**src/logic/clpf_pkg.sv**
```systemverilog
// constants shared by the character lcd pattern fetch block
package clpf_pkg;
    // register byte offsets on the bus
    localparam logic [7:0] CLPF_OFS_CTRL = 8'h00;
    localparam logic [7:0] CLPF_OFS_FUNC = 8'h04;
    localparam logic [7:0] CLPF_OFS_ADDR = 8'h08;
    localparam logic [7:0] CLPF_OFS_DATA = 8'h0C;
    localparam logic [7:0] CLPF_OFS_SHIFT = 8'h10;
    localparam logic [7:0] CLPF_OFS_STAT = 8'h14;
    // control register fields
    localparam int CLPF_CTRL_FW = 0;
    localparam int CLPF_CTRL_NW = 1;
    localparam int CLPF_CTRL_INC = 2;
    localparam int CLPF_CTRL_CUR = 3;
    localparam int CLPF_CTRL_CBL = 4;
    localparam int CLPF_CTRL_BW = 5;
    localparam int CLPF_CTRL_DON = 6;
    localparam int CLPF_CTRL_SEN = 8;
    localparam logic [11:0] CLPF_CTRL_RST = 12'h044;
    // function set fields
    localparam int CLPF_FUNC_N = 0;
    localparam int CLPF_FUNC_BE = 1;
    localparam int CLPF_FUNC_EXT = 2;
    // address set: target field position
    localparam int CLPF_ADDR_TGT = 8;
    // shift command fields
    localparam int CLPF_SHIFT_RIGHT = 0;
    localparam int CLPF_SHIFT_GO = 1;
    // address counter wrap masks per ram
    localparam logic [6:0] CLPF_MASK_CHAR = 7'h7F;
    localparam logic [6:0] CLPF_MASK_USER = 7'h3F;
    localparam logic [6:0] CLPF_MASK_ICON = 7'h0F;
    // line lengths in char_code_ram addresses
    localparam logic [6:0] CLPF_LEN_4L = 7'h14;
    localparam logic [6:0] CLPF_LEN_2L = 7'h28;
    localparam logic [6:0] CLPF_LEN_1L = 7'h50;
    // panel geometry and scan counts
    localparam int CLPF_SEG_N = 60;
    localparam int CLPF_COM_N = 34;
    localparam logic [5:0] CLPF_LAST_1L = 6'h10;
    localparam logic [5:0] CLPF_LAST_ML = 6'h20;
    localparam int CLPF_EXT_SEGS = 40;
    localparam int CLPF_BLINK_FRAMES = 16;
    // ram target selector
    typedef enum logic [1:0] {
        CLPF_TGT_CHAR = 2'h0,
        CLPF_TGT_USER = 2'h1,
        CLPF_TGT_ICON = 2'h2
    } clpf_tgt_t;
    // refresh sequencer states
    typedef enum logic [2:0] {
        CLPF_ST_IDLE = 3'b001,
        CLPF_ST_SHIFT = 3'b010,
        CLPF_ST_LATCH = 3'b100
    } clpf_state_t;
endpackage

```
**src/logic/clpf_top.sv**
```systemverilog
// character lcd refresh: rams, address counter, scan and blink
//
// Summary of operation
// - 4-line 5-dot lines at 00,20,40,60H
// - extension select streams further cells out
// - address set loads the address counter
// - each data access steps counter by one
// - address counter readable on address read
// - cursor on, cursor blink, cell inversion
// - 34 common and 60 segment outputs
// - bits shift into 60-bit latch, then transfer
// - 1-line mode scans 17 commons
// - 2/4-line mode scans 33 commons
// - rom gives 240 glyphs of 5x8
// - 8 user glyphs replace rom glyphs
// - codes 00-0FH pick user glyph rows
// - 5-dot user rows blink all or P4
// - 6-dot user rows blink all or P5
// - no icon or user dot blinks while blink enable low
// - icon ram drives the icon common
// - icon byte: two blink bits, six pattern
// - icon bytes map five or six icons
// - icon blink all or leftmost bit
// - function set with extension loads enable
// - font width and four-line select bits
`timescale 1ns/100ps
module clpf_top #(
    parameter int EXT_SEGS = clpf_pkg::CLPF_EXT_SEGS,
    parameter int BLINK_FRAMES = clpf_pkg::CLPF_BLINK_FRAMES
) (
    input wire logic clock_i,
    input wire logic rstn_i,
    input wire logic ce_i,
    input wire logic hsel_i,
    input wire logic [31:0] haddr_i,
    input wire logic [1:0] htrans_i,
    input wire logic hwrite_i,
    input wire logic [2:0] hsize_i,
    input wire logic [31:0] hwdata_i,
    input wire logic hready_i,
    output logic [31:0] hrdata_o,
    output logic hreadyout_o,
    output logic hresp_o,
    input wire logic extension_driver_select_i,
    output logic [clpf_pkg::CLPF_COM_N-1:0] com_o,
    output logic [clpf_pkg::CLPF_SEG_N-1:0] seg_o,
    output logic ext_data_o,
    output logic ext_clk_o,
    output logic ext_latch_o
);
    import clpf_pkg::*;

    localparam int TOTAL = CLPF_SEG_N + EXT_SEGS;

    // bus side state
    logic wr_pend_r; // write data phase in progress
    logic rd_pend_r; // read wait cycle in progress
    logic [7:0] ofs_r; // offset of the current data phase
    logic [31:0] hrdata_r;
    logic hready_r;
    logic [31:0] rd_val; // read mux
    // configuration
    logic [11:0] ctrl_r;
    logic two_line_r; // 2-line when not four-line
    logic be_r; // blink_enable_bit
    logic [6:0] ac_r; // address_counter
    clpf_tgt_t tgt_r; // ram the counter points into
    logic [6:0] ac_mask; // wrap mask of the target
    logic [6:0] ac_step; // counter after one step
    // the three rams
    logic [7:0] cc_ram [128]; // char_code_ram
    logic [7:0] ug_ram [64]; // user_glyph_ram
    logic [7:0] ic_ram [16]; // icon_ram
    // per-line shift offsets
    logic [6:0] off_r [4];
    // pin synchroniser for extension_driver_select
    logic ext_m_r;
    logic ext_s_r;
    // refresh sequencer
    clpf_state_t st_r;
    logic [5:0] scan_r; // common index, 0 is icon common
    logic [6:0] bit_r; // segment bit within the line
    logic [2:0] col_r; // column within the cell
    logic [4:0] pos_r; // cell position
    logic [5:0] frame_r;
    logic phase_r; // blink phase, high = dots off
    logic [CLPF_SEG_N-1:0] seg_sh_r; // segment shift latch
    logic [CLPF_SEG_N-1:0] seg_r;
    logic [CLPF_COM_N-1:0] com_r;
    logic ext_d_r;
    logic ext_c_r;
    logic ext_l_r;

    // decoded mode bits
    logic fw6;
    logic nw4;
    logic multi;
    logic [2:0] wlast; // last column of a cell
    logic [6:0] len; // line length
    logic [6:0] total_w; // bits in this line
    logic [6:0] last_bit;
    logic [5:0] last_com;
    assign fw6 = ctrl_r[CLPF_CTRL_FW];
    assign nw4 = ctrl_r[CLPF_CTRL_NW];
    assign multi = nw4 | two_line_r;
    assign wlast = fw6 ? 3'h5 : 3'h4;
    assign len = nw4 ? CLPF_LEN_4L : (two_line_r ? CLPF_LEN_2L : CLPF_LEN_1L);
    assign total_w = ext_s_r ? 7'(TOTAL) : 7'(CLPF_SEG_N);
    assign last_bit = total_w - 7'h01;
    assign last_com = multi ? CLPF_LAST_ML : CLPF_LAST_1L;

    // ---------------- bus slave ----------------
    logic accept;
    logic wr_do;
    logic rd_do;
    assign accept = hsel_i & htrans_i[1] & hready_i;
    assign wr_do = wr_pend_r;
    assign rd_do = rd_pend_r;

    // reads get one wait cycle so earlier writes have landed
    always_ff @(posedge clock_i or negedge rstn_i) begin
        if (!rstn_i) begin
            wr_pend_r <= 1'b0;
            rd_pend_r <= 1'b0;
            ofs_r <= 8'h00;
            hready_r <= 1'b1;
            hrdata_r <= 32'h0000_0000;
        end else if (ce_i) begin
            wr_pend_r <= accept & hwrite_i;
            rd_pend_r <= accept & ~hwrite_i;
            hready_r <= ~(accept & ~hwrite_i);
            if (accept) begin
                ofs_r <= haddr_i[7:0];
            end
            if (rd_do) begin
                hrdata_r <= rd_val;
            end
        end
    end

    // read mux, unmapped offsets read zero
    always_comb begin
        case (ofs_r)
            CLPF_OFS_CTRL: rd_val = {20'h0, ctrl_r};
            CLPF_OFS_FUNC: rd_val = {30'h0, be_r, two_line_r};
            CLPF_OFS_ADDR: rd_val = {22'h0, tgt_r, 1'b0, ac_r};
            CLPF_OFS_DATA: begin
                case (tgt_r)
                    CLPF_TGT_USER: rd_val = {24'h0, ug_ram[ac_r[5:0]]};
                    CLPF_TGT_ICON: rd_val = {24'h0, ic_ram[ac_r[3:0]]};
                    default: rd_val = {24'h0, cc_ram[ac_r]};
                endcase
            end
            CLPF_OFS_STAT: rd_val = {23'h0, ext_s_r, phase_r, 1'b0, scan_r};
            default: rd_val = 32'h0000_0000;
        endcase
    end

    // control and function set registers
    always_ff @(posedge clock_i or negedge rstn_i) begin
        if (!rstn_i) begin
            ctrl_r <= CLPF_CTRL_RST;
            two_line_r <= 1'b0;
            be_r <= 1'b0;
        end else if (ce_i && wr_do) begin
            if (ofs_r == CLPF_OFS_CTRL) begin
                ctrl_r <= hwdata_i[11:0];
            end
            if (ofs_r == CLPF_OFS_FUNC) begin
                two_line_r <= hwdata_i[CLPF_FUNC_N];
                // enable only moves with the extension bit
                if (hwdata_i[CLPF_FUNC_EXT]) begin
                    be_r <= hwdata_i[CLPF_FUNC_BE];
                end
            end
        end
    end

    // address counter wraps inside the target ram
    always_comb begin
        case (tgt_r)
            CLPF_TGT_USER: ac_mask = CLPF_MASK_USER;
            CLPF_TGT_ICON: ac_mask = CLPF_MASK_ICON;
            default: ac_mask = CLPF_MASK_CHAR;
        endcase
        ac_step = ctrl_r[CLPF_CTRL_INC] ? ac_r + 7'h01 : ac_r - 7'h01;
        ac_step = ac_step & ac_mask;
    end

    // address counter: set by address write, stepped by data access
    always_ff @(posedge clock_i or negedge rstn_i) begin
        if (!rstn_i) begin
            ac_r <= 7'h00;
            tgt_r <= CLPF_TGT_CHAR;
        end else if (ce_i) begin
            if (wr_do && ofs_r == CLPF_OFS_ADDR) begin
                tgt_r <= clpf_tgt_t'(hwdata_i[CLPF_ADDR_TGT+:2]);
                case (hwdata_i[CLPF_ADDR_TGT+:2])
                    2'h1: ac_r <= hwdata_i[6:0] & CLPF_MASK_USER;
                    2'h2: ac_r <= hwdata_i[6:0] & CLPF_MASK_ICON;
                    default: ac_r <= hwdata_i[6:0];
                endcase
            end else if ((wr_do | rd_do) && ofs_r == CLPF_OFS_DATA) begin
                ac_r <= ac_step;
            end
        end
    end

    // ram writes at the counter; no reset, contents are data
    always_ff @(posedge clock_i) begin
        if (ce_i && wr_do && ofs_r == CLPF_OFS_DATA) begin
            case (tgt_r)
                CLPF_TGT_USER: ug_ram[ac_r[5:0]] <= hwdata_i[7:0];
                CLPF_TGT_ICON: ic_ram[ac_r[3:0]] <= hwdata_i[7:0];
                default: cc_ram[ac_r] <= hwdata_i[7:0];
            endcase
        end
    end

    // per-line rotation; offsets assume the mode is not changed
    // while lines are shifted
    genvar gi;
    generate
        for (gi = 0; gi < 4; gi++) begin : g_line
            always_ff @(posedge clock_i or negedge rstn_i) begin
                if (!rstn_i) begin
                    off_r[gi] <= 7'h00;
                end else if (ce_i && wr_do && ofs_r == CLPF_OFS_SHIFT &&
                             hwdata_i[CLPF_SHIFT_GO] &&
                             ctrl_r[CLPF_CTRL_SEN+gi]) begin
                    if (hwdata_i[CLPF_SHIFT_RIGHT]) begin
                        // last address comes to the front
                        off_r[gi] <= (off_r[gi] == 7'h00) ?
                            len - 7'h01 : off_r[gi] - 7'h01;
                    end else begin
                        off_r[gi] <= (off_r[gi] + 7'h01 >= len) ?
                            7'h00 : off_r[gi] + 7'h01;
                    end
                end
            end
        end
    endgenerate

    // extension select is a pin: two flops before use
    always_ff @(posedge clock_i or negedge rstn_i) begin
        if (!rstn_i) begin
            ext_m_r <= 1'b0;
            ext_s_r <= 1'b0;
        end else if (ce_i) begin
            ext_m_r <= extension_driver_select_i;
            ext_s_r <= ext_m_r;
        end
    end

    // ---------------- pattern fetch ----------------
    logic icon_row; // scanning the icon common
    logic [4:0] rr; // glyph scan row, 0..31
    logic [1:0] line;
    logic blank_row;
    logic [6:0] base;
    logic [6:0] pos_eff;
    logic [6:0] cc_addr;
    logic [7:0] code;
    logic user;
    logic [2:0] grow;
    logic [4:0] rom_dots;
    logic [7:0] sel_byte;
    logic [2:0] bidx; // bit of the byte for this column
    logic pix;
    logic blink_dot;
    logic show_cur;
    logic pix_c;
    logic pix_f;

    assign icon_row = (scan_r == 6'h00);
    assign rr = 5'(scan_r - 6'h01);
    assign grow = rr[2:0];

    // line layout by mode
    always_comb begin
        if (nw4) begin
            line = rr[4:3];
            base = {rr[4:3], 5'h00};
            blank_row = 1'b0;
        end else if (two_line_r) begin
            line = {1'b0, rr[4]};
            base = {rr[4], 6'h00};
            blank_row = rr[3];
        end else begin
            line = 2'h0;
            base = 7'h00;
            blank_row = (rr[4:3] != 2'h0);
        end
    end

    // rotated address inside the line's own range
    always_comb begin
        pos_eff = {2'h0, pos_r} + off_r[line];
        if (pos_eff >= len) begin
            pos_eff = pos_eff - len;
        end
        cc_addr = base + pos_eff;
    end

    assign code = cc_ram[cc_addr];
    assign user = (code[7:4] == 4'h0);

    clpf_glyph_rom u_rom (
        .code_i(code),
        .row_i(grow),
        .dots_o(rom_dots)
    );

    // source byte: icon ram, user glyph row or rom row
    always_comb begin
        if (icon_row) begin
            sel_byte = (pos_r < 5'h10) ? ic_ram[pos_r[3:0]] : 8'h00;
        end else if (user) begin
            sel_byte = ug_ram[{code[2:0], grow}];
        end else begin
            sel_byte = {3'h0, rom_dots};
        end
    end

    // leftmost column is the highest pattern bit
    assign bidx = wlast - col_r;
    assign pix = sel_byte[bidx] & ~(blank_row & ~icon_row);

    // bit 7 blinks the whole cell, bit 6 only the leftmost column
    assign blink_dot = be_r & (icon_row | user) &
        (sel_byte[7] | (sel_byte[6] & bidx == wlast));

    // cursor cell, suppressed in the off half of a cursor blink
    assign show_cur = ctrl_r[CLPF_CTRL_CUR] & ~icon_row &
        (cc_addr == ac_r) & (tgt_r == CLPF_TGT_CHAR) &
        ~(ctrl_r[CLPF_CTRL_CBL] & phase_r);
    assign pix_c = ctrl_r[CLPF_CTRL_BW] ? pix ^ show_cur :
        pix | (show_cur & grow == 3'h7);
    assign pix_f = pix_c & ~(blink_dot & phase_r) &
        ctrl_r[CLPF_CTRL_DON];

    // ---------------- refresh sequencer ----------------
    always_ff @(posedge clock_i or negedge rstn_i) begin
        if (!rstn_i) begin
            st_r <= CLPF_ST_IDLE;
            scan_r <= 6'h00;
            bit_r <= 7'h00;
            col_r <= 3'h0;
            pos_r <= 5'h00;
        end else if (ce_i) begin
            case (st_r)
                CLPF_ST_IDLE: st_r <= CLPF_ST_SHIFT;
                CLPF_ST_SHIFT: begin
                    bit_r <= bit_r + 7'h01;
                    col_r <= (col_r >= wlast) ? 3'h0 : col_r + 3'h1;
                    if (col_r >= wlast) begin
                        pos_r <= pos_r + 5'h01;
                    end
                    if (bit_r >= last_bit) begin
                        st_r <= CLPF_ST_LATCH;
                    end
                end
                CLPF_ST_LATCH: begin
                    bit_r <= 7'h00;
                    col_r <= 3'h0;
                    pos_r <= 5'h00;
                    // >= recovers if the mode shrinks mid-frame
                    scan_r <= (scan_r >= last_com) ? 6'h00 :
                        scan_r + 6'h01;
                    st_r <= CLPF_ST_SHIFT;
                end
                default: st_r <= CLPF_ST_IDLE;
            endcase
        end
    end

    // serial fill of the segment latch and extension stream
    always_ff @(posedge clock_i or negedge rstn_i) begin
        if (!rstn_i) begin
            seg_sh_r <= '0;
            ext_d_r <= 1'b0;
            ext_c_r <= 1'b0;
        end else if (ce_i) begin
            ext_c_r <= 1'b0;
            if (st_r == CLPF_ST_SHIFT) begin
                if (bit_r < 7'(CLPF_SEG_N)) begin
                    seg_sh_r <= {pix_f, seg_sh_r[CLPF_SEG_N-1:1]};
                end else if (ext_s_r) begin
                    ext_d_r <= pix_f;
                    ext_c_r <= 1'b1;
                end
            end
        end
    end

    // parallel transfer with the common select
    always_ff @(posedge clock_i or negedge rstn_i) begin
        if (!rstn_i) begin
            seg_r <= '0;
            com_r <= '0;
            ext_l_r <= 1'b0;
        end else if (ce_i) begin
            ext_l_r <= (st_r == CLPF_ST_LATCH) & ext_s_r;
            if (st_r == CLPF_ST_LATCH) begin
                seg_r <= seg_sh_r;
                com_r <= '0;
                com_r[scan_r] <= 1'b1;
                if (icon_row) begin
                    // icon common is paired with common 33, or 17 in 1-line mode
                    com_r[multi ? 33 : 17] <= 1'b1;
                end
            end
        end
    end

    // blink phase from frame count, common to all dots
    always_ff @(posedge clock_i or negedge rstn_i) begin
        if (!rstn_i) begin
            frame_r <= 6'h00;
            phase_r <= 1'b0;
        end else if (ce_i && st_r == CLPF_ST_LATCH && scan_r >= last_com) begin
            if (frame_r >= 6'(BLINK_FRAMES - 1)) begin
                frame_r <= 6'h00;
                phase_r <= ~phase_r;
            end else begin
                frame_r <= frame_r + 6'h01;
            end
        end
    end

    assign hrdata_o = hrdata_r;
    assign hreadyout_o = hready_r;
    assign hresp_o = 1'b0;
    assign com_o = com_r;
    assign seg_o = seg_r;
    assign ext_data_o = ext_d_r;
    assign ext_clk_o = ext_c_r;
    assign ext_latch_o = ext_l_r;
endmodule // clpf_top

```
**src/logic/clpf_glyph_rom.sv**
```systemverilog
// fixed glyph rom: one 5-dot row per character code and row
`timescale 1ns/100ps
module clpf_glyph_rom (
    input wire logic [7:0] code_i,
    input wire logic [2:0] row_i,
    output logic [4:0] dots_o
);
    // 240 glyphs, codes 10H-FFH, 5 dots by 8 rows
    // glyph art is a generated stand-in; geometry is exact
    always_comb begin
        if (row_i == 3'h7 || code_i[7:4] == 4'h0) begin
            dots_o = 5'h00; // descender row and user codes blank
        end else begin
            dots_o = code_i[4:0] ^ {row_i, row_i[1:0]};
        end
    end
endmodule // clpf_glyph_rom

```
**config.mk**
```make
export PLATFORM = sky130hd
export DESIGN_NAME = clpf_top
export DESIGN_NICKNAME = d
export VERILOG_FILES = /design/src/logic/clpf_pkg.sv /design/src/logic/clpf_top.sv /design/src/logic/clpf_glyph_rom.sv
export SDC_FILE = /design/constraint.sdc
export NUM_CORES = 2
export LEC_CHECK = 0
export BUFFER_PORTS_ARGS = -buffer_cell sky130_fd_sc_hd__buf_2
export CAP_MARGIN = 20
export CELL_PAD_IN_SITES_DETAIL_PLACEMENT = 1
export CELL_PAD_IN_SITES_GLOBAL_PLACEMENT = 1
export CORE_ASPECT_RATIO = 0.7
export CORE_UTILIZATION = 50
export CTS_CLUSTER_SIZE = 12
export DETAILED_ROUTE_END_ITERATION = 10
export PLACE_DENSITY_LB_ADDON = 0.08
export SLEW_MARGIN = 20
export SYNTH_ARGS = -nofsm -noshare
export SYNTH_HDL_FRONTEND = slang
export SYNTH_HIERARCHICAL = 1
export SYNTH_SLANG_ARGS = --single-unit
```
**constraint.sdc**
```tcl
create_clock -name clock_i -period 9.2 [get_ports clock_i]
set_input_delay 0.92 -clock clock_i [delete_from_list [all_inputs] [get_ports clock_i]]
set_output_delay 0.92 -clock clock_i [all_outputs]
set_load 0.02 [all_outputs]
```
# Word-level counts from Yosys, hierarchy flattened
# Memories as Yosys holds them, arrays and structs flattened.
# Cells that the tools add are included.
[word_totals]
output_inout_bits = 131
regBits = 284
n_memories = 3
input_bits = 76
ramBits = 1664
[memory_table]
columns = ["memory", "words", "word_bits", "rd", "rd_ports_with_merged_regs", "write_ports", "line_no", "text"]
rows = [
  ["cc_ram", 128, 8, 2, 0, 1, "clpf_top.sv:71", "logic [7:0] cc_ram [128];"],
  ["ug_ram", 64, 8, 2, 0, 1, "clpf_top.sv:72", "logic [7:0] ug_ram [64];"],
  ["ic_ram", 16, 8, 2, 0, 1, "clpf_top.sv:73", "logic [7:0] ic_ram [16];"],
]
[classes]
n_eq_ne = 17
n_reduce_logical = 42
order_cmp = 17
add_sub_neg = 22
bitwise_logic = 37
mux = 68
[op_table]
columns = ["op", "count"]
rows = [
  ["two-way mux 7 bit", 23],
  ["one-hot mux 12 bit (5 select lines)", 1],
  ["subtractor 7 x 1 -> 7 bit, second input constant", 7],
  ["adder 7 x 1 -> 7 bit, second input constant", 6],
  [">= comparator 7 bit", 6],
  ["one-hot mux 7 bit (2 select lines)", 3],
  ["two-way mux 34 bit", 1],
  ["bitwise OR 34 bit", 1],
  ["logical NOT 7 bit", 4],
  ["two-way mux 6 bit", 4],
  ["two-way mux 8 bit", 3],
  ["two-way mux 1 bit", 20],
  ["AND reduction 2 bit", 10],
  ["bitwise AND 1 bit", 19],
  ["equality test 8 x 4 -> 1 bit, second input constant", 2],
  ["equality test 8 x 5 -> 1 bit, second input constant", 2],
  ["one-hot mux 8 bit (2 select lines)", 1],
  ["binary-select mux 7 bit (select 2 bit)", 1],
  ["logical AND 1 bit", 14],
  ["< comparator 6 x 7 -> 1 bit, second input constant", 2],
  ["adder 6 x 1 -> 6 bit, second input constant", 2],
  ["demux 1 bit (select 6 bit)", 2],
  [">= comparator 6 x 1 -> 1 bit, second input constant", 2],
  ["one-hot mux 3 bit (2 select lines)", 2],
  ["43 further kinds", 65],
]

# Longest topological paths before layout
# An unclocked memory read counts as a cell.
[logic_depth]
word_depth = 24
mapped_depth = 42
ltp_nobuf = 34

# By module
# Netlist, hierarchy kept.
[by_module_without_submodules]
columns = ["mod", "area_per_inst_um2", "seq_area_each_um2", "cells_each", "n_inst"]
rows = [
  ["clpf_top", 93638.6, 56579.3, 5461, 1],
  ["clpf_glyph_rom", 122.6, 0.0, 18, 1],
]

# Worst setup path before layout
# OpenSTA, ideal clock, no wires.
[synth_path]
kind = "register to register"
start = "register scan_r[0]"
end = "register ext_d_r (netlist: ext_data_o)"
setup_time_ps = 124
stages_incl_launch_ff = 43
required_ps = 9076
arrival_time_ps = 9731
path_buffers = 12
synth_period_minus_slack_ps = 9855
path_slack_ps = -655
path_cell_list = "dfrtp_1 > clkbuf_1 > clkbuf_1 > clkbuf_1 > inv_1 > ha_1 > nor3b_4 > xnor2_1 > nand2_1 > mux4_2 > ha_1 > fa_1 > xor2_1 > buf_2 > inv_1 > clkbuf_1 > buf_1 > ha_1 > (+7 left out) > nand2_1 > o31ai_1 > ha_1 > clkbuf_1 > nand2_1 > nor3_1 > or4b_4 > o22ai_4 > inv_4 > buf_6 > nand2b_1 > a21oi_1 > o211a_1 > a221oi_1 > a22oi_1 > or3_1 > o211ai_2 > o21ai_1"
[synth_between]
elab_cells_between_ends = 51
classes_between = "add/sub: 4; order compare: 1; eq/ne: 2; mux: 16; bitwise: 22; reduce/logical: 4; memory: 2"
[synth_lines]
columns = ["item", "line_no", "text"]
rows = [
  ["start: declaration", "clpf_top.sv:81", "logic [5:0] scan_r;"],
  ["start signal: assignment", "clpf_top.sv:368", "scan_r <= (scan_r >= last_com) ? 6'h00 :"],
  ["subtractor 5 x 1 -> 5 bit (*)", "clpf_top.sv:276", "assign rr = 5'(scan_r - 6'h01);"],
  ["named net grow[0]", "clpf_top.sv:265", "logic [2:0] grow;"],
  ["equality test 3 bit", "clpf_glyph_rom.sv:11", "if (row_i == 3'h7 || code_i[7:4] == 4'h0) begin"],
  ["logical OR 1 bit", "clpf_glyph_rom.sv:11", ""],
  ["two-way mux 5 bit (*)", "clpf_glyph_rom.sv:11", ""],
  ["named net rom_dots[0]", "clpf_top.sv:266", "logic [4:0] rom_dots;"],
  ["two-way mux 8 bit (*)", "clpf_top.sv:318", "end else if (user) begin"],
  ["two-way mux 8 bit (*)", "clpf_top.sv:316", "if (icon_row) begin"],
  ["binary-select mux 1 bit (select 3 bit) (*)", "clpf_top.sv:327", "assign pix = sel_byte[bidx] & ~(blank_row & ~icon_row);"],
  ["two-way mux 1 bit (not written as such) (*)", "clpf_top.sv:327", ""],
  ["bitwise AND 1 bit (*)", "clpf_top.sv:327", ""],
  ["bitwise OR 1 bit / XOR 1 bit (equally long branches)", "clpf_top.sv:338, clpf_top.sv:337", ""],
  ["two-way mux 1 bit (*)", "clpf_top.sv:337", "assign pix_c = ctrl_r[CLPF_CTRL_BW] ? pix ^ show_cur :"],
  ["bitwise AND 1 bit (*) (2 in a row)", "clpf_top.sv:339", "assign pix_f = pix_c & ~(blink_dot & phase_r) &"],
  ["end signal: assignment", "clpf_top.sv:389", "ext_d_r <= pix_f;"],
  ["end: declaration", "clpf_top.sv:90", "logic ext_d_r;"],
]
# The timed path passes the listed nets; every way through them passes the cells marked *. The select of a mux whose other input is x is not followed.
# A chain may end at the register's enable or synchronous reset.

# Worst setup path after layout
[layout_path]
start = "register scan_r[0]"
end = "register seg_sh_r[59]"
[layout_between]
elab_cells_between_ends = 51
classes_between = "add/sub: 4; order compare: 1; eq/ne: 2; mux: 16; bitwise: 22; reduce/logical: 4; memory: 2"
[layout_lines]
columns = ["item", "line_no", "text"]
rows = [
  ["subtractor 5 x 1 -> 5 bit (*)", "clpf_top.sv:276", ""],
  ["named net grow[0]", "clpf_top.sv:265", ""],
  ["parallel branches: the longest is 10 deep, another holds memory (64 x 8 bit)", "--", ""],
  ["bitwise AND 1 bit (*) (2 in a row)", "clpf_top.sv:339", ""],
  ["end signal: assignment", "clpf_top.sv:387", "seg_sh_r <= {pix_f, seg_sh_r[CLPF_SEG_N-1:1]};"],
  ["end: declaration", "clpf_top.sv:87", "logic [CLPF_SEG_N-1:0] seg_sh_r;"],
]
# Mark *: on every way through the listed nets, which the timed path passes. The select of a mux whose other input is x is not followed.

==> metrics.md <==
| Metric | Value |
|---|---|
| Syn Area/Cell | 17.1 um^2 |
| Slowest CP cell | or4_1 |
| Most common cell in the netlist | edfxtp_1 |
| Routed vias | 57107 |
| Area leader, netlist | edfxtp_1 |
| Largest net degree at the start of global routing | 178 |
| Initial antenna violation count | 16 |
| Synth unique cells | between 100 and 150 |
| First-pass GRT wire length | 428000 um |
| Die Wd | 520 um |
| Final antenna-violating net count | 0 |
| Final setup fails | 0 |
| Core area | 186000 um^2 |
| Synthesized flop and latch total | 1928 |
| Crit start category | flop |
| Share of the synthesized area in the top cell type | 0.533 |
| CP Class | reg -> reg |
| Post-synthesis async set-or-reset flop share | 0.137 |
| Max Clock Skew | 0.0579 ns |
| Placed cell area | 97700 um^2 |
| Initial drt markers | slightly above 8000 |
| DRC Markers | 0 |
| EDFF count, synth | 1664 |
| Max-slew violation count | 0 |
| Chip Height | 364 um |
| Clk sinks | about 1900 |
| Area added between synthesis and finish | 10.8% |
| Synth cell count leaders | edfxtp_1, mux4_2, nand2_1, nor2_1, dfrtp_1 |
| Most used cell along the critical path | buf_4 |
| CP arrival | approximately 9.7 ns |
| Total wire length | ~300000 um |
| Initial Util | 0.505 |
| Fin. Hold Viols | 0 |
| Gr ovfl total | 0 |
| RR Startpoint | scan_r[0]$_DFFE_PN0P_ |
| Delay of the slowest critical-path stage | 0.52 ns |
| Worst hold slack | 0.110 ns |
| Critical path origin | scan_r[0]$_DFFE_PN0P_ |
| Highest routed layer | met5 |
| WL met1 | about 130000 um |
| CTS Buf Count | 201 |
| Cell area after layout | 104000 um^2 |
| RSZ-0062 raised after global routing | no |
| Most used flip-flop cell after synthesis | edfxtp_1 |
| Vias in the first global route | 56571 |
| Fmax | 111 MHz |
| MaxCap Viol Count | 0 |
| Synth warn | 6 |
| Slew HR | 0.220 |
| All-Layer GR Usage | 0.318 |
| Reg clk slew, reported paths | 0.07 ns |
| Seq/Total Area, Yosys | 0.603 |
| Final net count | 5779 |
| CTS tree | yes |
| Routed length per instance | 36.6 um |
| GPL Wtd Cong | roughly 0.96 |
| Met3 Wirelength | 35900 um |
| Worst-Margin Slew | around 1.2 ns |
| Status | complete, no violations |
| Min Tclk post-route | approximately 9.0 ns |
| Area of the die | about 190000 um^2 |
| Post-Syn Area | 93800 um^2 |
| Port Buffers | 137 |
| Final worst path period share | 0.977 |
| Required @ worst endpoint | 9.89 ns |
| Hold Path Class | in -> async |
| CTS root buf | clkbuf_16 |
| Clock Tree Buf Depth | 4 |
| Syn Inst Count | 5479 |
| Worst skew pair latency | 0.89 ns |
| Maximum fanout along the worst path | 18 |
| DP HPWL | 201000 um |
| Flop-to-flop setup slack | 0.21 ns |
| Routed vias/inst | between 6 and 7 |
| Wire length on met2 | 128000 um |
| Ports | approximately 210 |
| # rows | 132 |
| H-tree depth | 4 |
| CP endpoint kind | flop |
| Drt pass-1 iters | 8 |
| Layout cell share with drive strength beyond 1 | 0.311 |
| Top cells by area, synth | edfxtp_1, mux4_2, dfrtp_1 |
[flip-flops by register name (all words and copies together), names as in the netlist, 2 cells and up]
register,cells
ic_ram,128
seg_o,60
ug_ram,512
bit_r,7
st_r,3
frame_r,6
col_r,3
hrdata_o,12
com_o,34
ctrl_r,12
seg_sh_r,60
ac_r,7
ofs_r,8
cc_ram,1024
pos_r,5
off_r,28
scan_r,6
tgt_r,2
[repair_timing]
item                       CTS  global route
pin swaps                    2             2
resized for setup           13            12
buffers inserted             7             4
setup endpoints to repair    2             2
gates cloned                 0             1
hold buffers                 0             0
[stage by stage]
stage	utilization	setup TNS (ns)	cells	setup WS, ns
after floorplan	-	0	5499	0.0213
after global placement	0.526	-0.757	7895	-0.387
after detailed placement	0.526	-1.20	7895	-0.611
after CTS	0.559	0	8221	0.00374
after global routing	0.560	0	8228	0.00797
final	0.560	0	8230	0.214
[cells in the final DEF (no fill, tap or decap), types with 43 or more instances in the layout]
master / Yosys / routed
buf_2: 28 / 128
nor2_1: 319 / 302
mux2i_1: 150 / 148
buf_4: 48 / 191
dfrtp_1: 260 / 251
a21oi_1: 120 / 120
mux2_2: 96 / 96
clkbuf_16: 0 / 207
edfxtp_1: 1664 / 1664
ha_1: 67 / 63
clkbuf_1: 251 / 60
nand3_1: 62 / 61
nor3_1: 46 / 44
xnor2_1: 44 / 43
o21ai_0: 112 / 112
nand2_1: 517 / 506
inv_1: 63 / 62
mux4_2: 974 / 974
o31ai_1: 44 / 44
[routing by layer]
layer | vias up | track usage
met5 | - | 0
met3 | 447 | 0.0887
met4 | 10 | 0.0691
met2 | 3286 | 0.448
li1 | 22606 | -
met1 | 30758 | 0.495
[worst max-delay path, delay by kind of cell, from the launching register on]
kind	cells	cell delay [ns]
and+or+nand+nor	11	2.53
buffers and inverters	9	1.52
AOI/OAI and AO/OA	8	1.41
muxes	5	1.33
adders and majority gates	3	0.99
DFF	1	0.49
xor gates and xnor gates	1	0.48
[cells by family after synthesis]
group / share of synthesized area
AND/OR/NAND/NOR: 0.0531
XOR/XNOR: 0.00727
flip-flops: 0.603
other: 0.0000400
AO/OA/AOI/OAI: 0.0396
buffers and inverters: 0.0243
multiplexers: 0.263
adder cells (fa/ha/maj): 0.00958
[worst paths after layout]
path,endpoint,cells after the start
hold / removal,off_r[10]$_DFFE_PN0P_,1
setup reg to reg,seg_sh_r[59]$_DFFE_PN0P_,37
setup / recovery,seg_sh_r[59]$_DFFE_PN0P_,37
min in group clock_i,ofs_r[3]$_DFFE_PN0P_,2
max in group asynchronous,scan_r[0]$_DFFE_PN0P_,2
hold reg to reg,seg_o[22]$_DFFE_PN0P_,2
[cell type report]
cell class	instances	area (um^2)
clock buffers	274	5490
inverters	67	254
fillers	16566	81800
well taps	2479	3100
clock inverters	45	327
repair buffers	361	2830
diodes	2	5.00
multi-input cells	3074	35300
flip-flops and latches	1928	56600
Power is not shown: default switching activity piles up to over one toggle a cycle in this logic, so the estimate is an artifact.
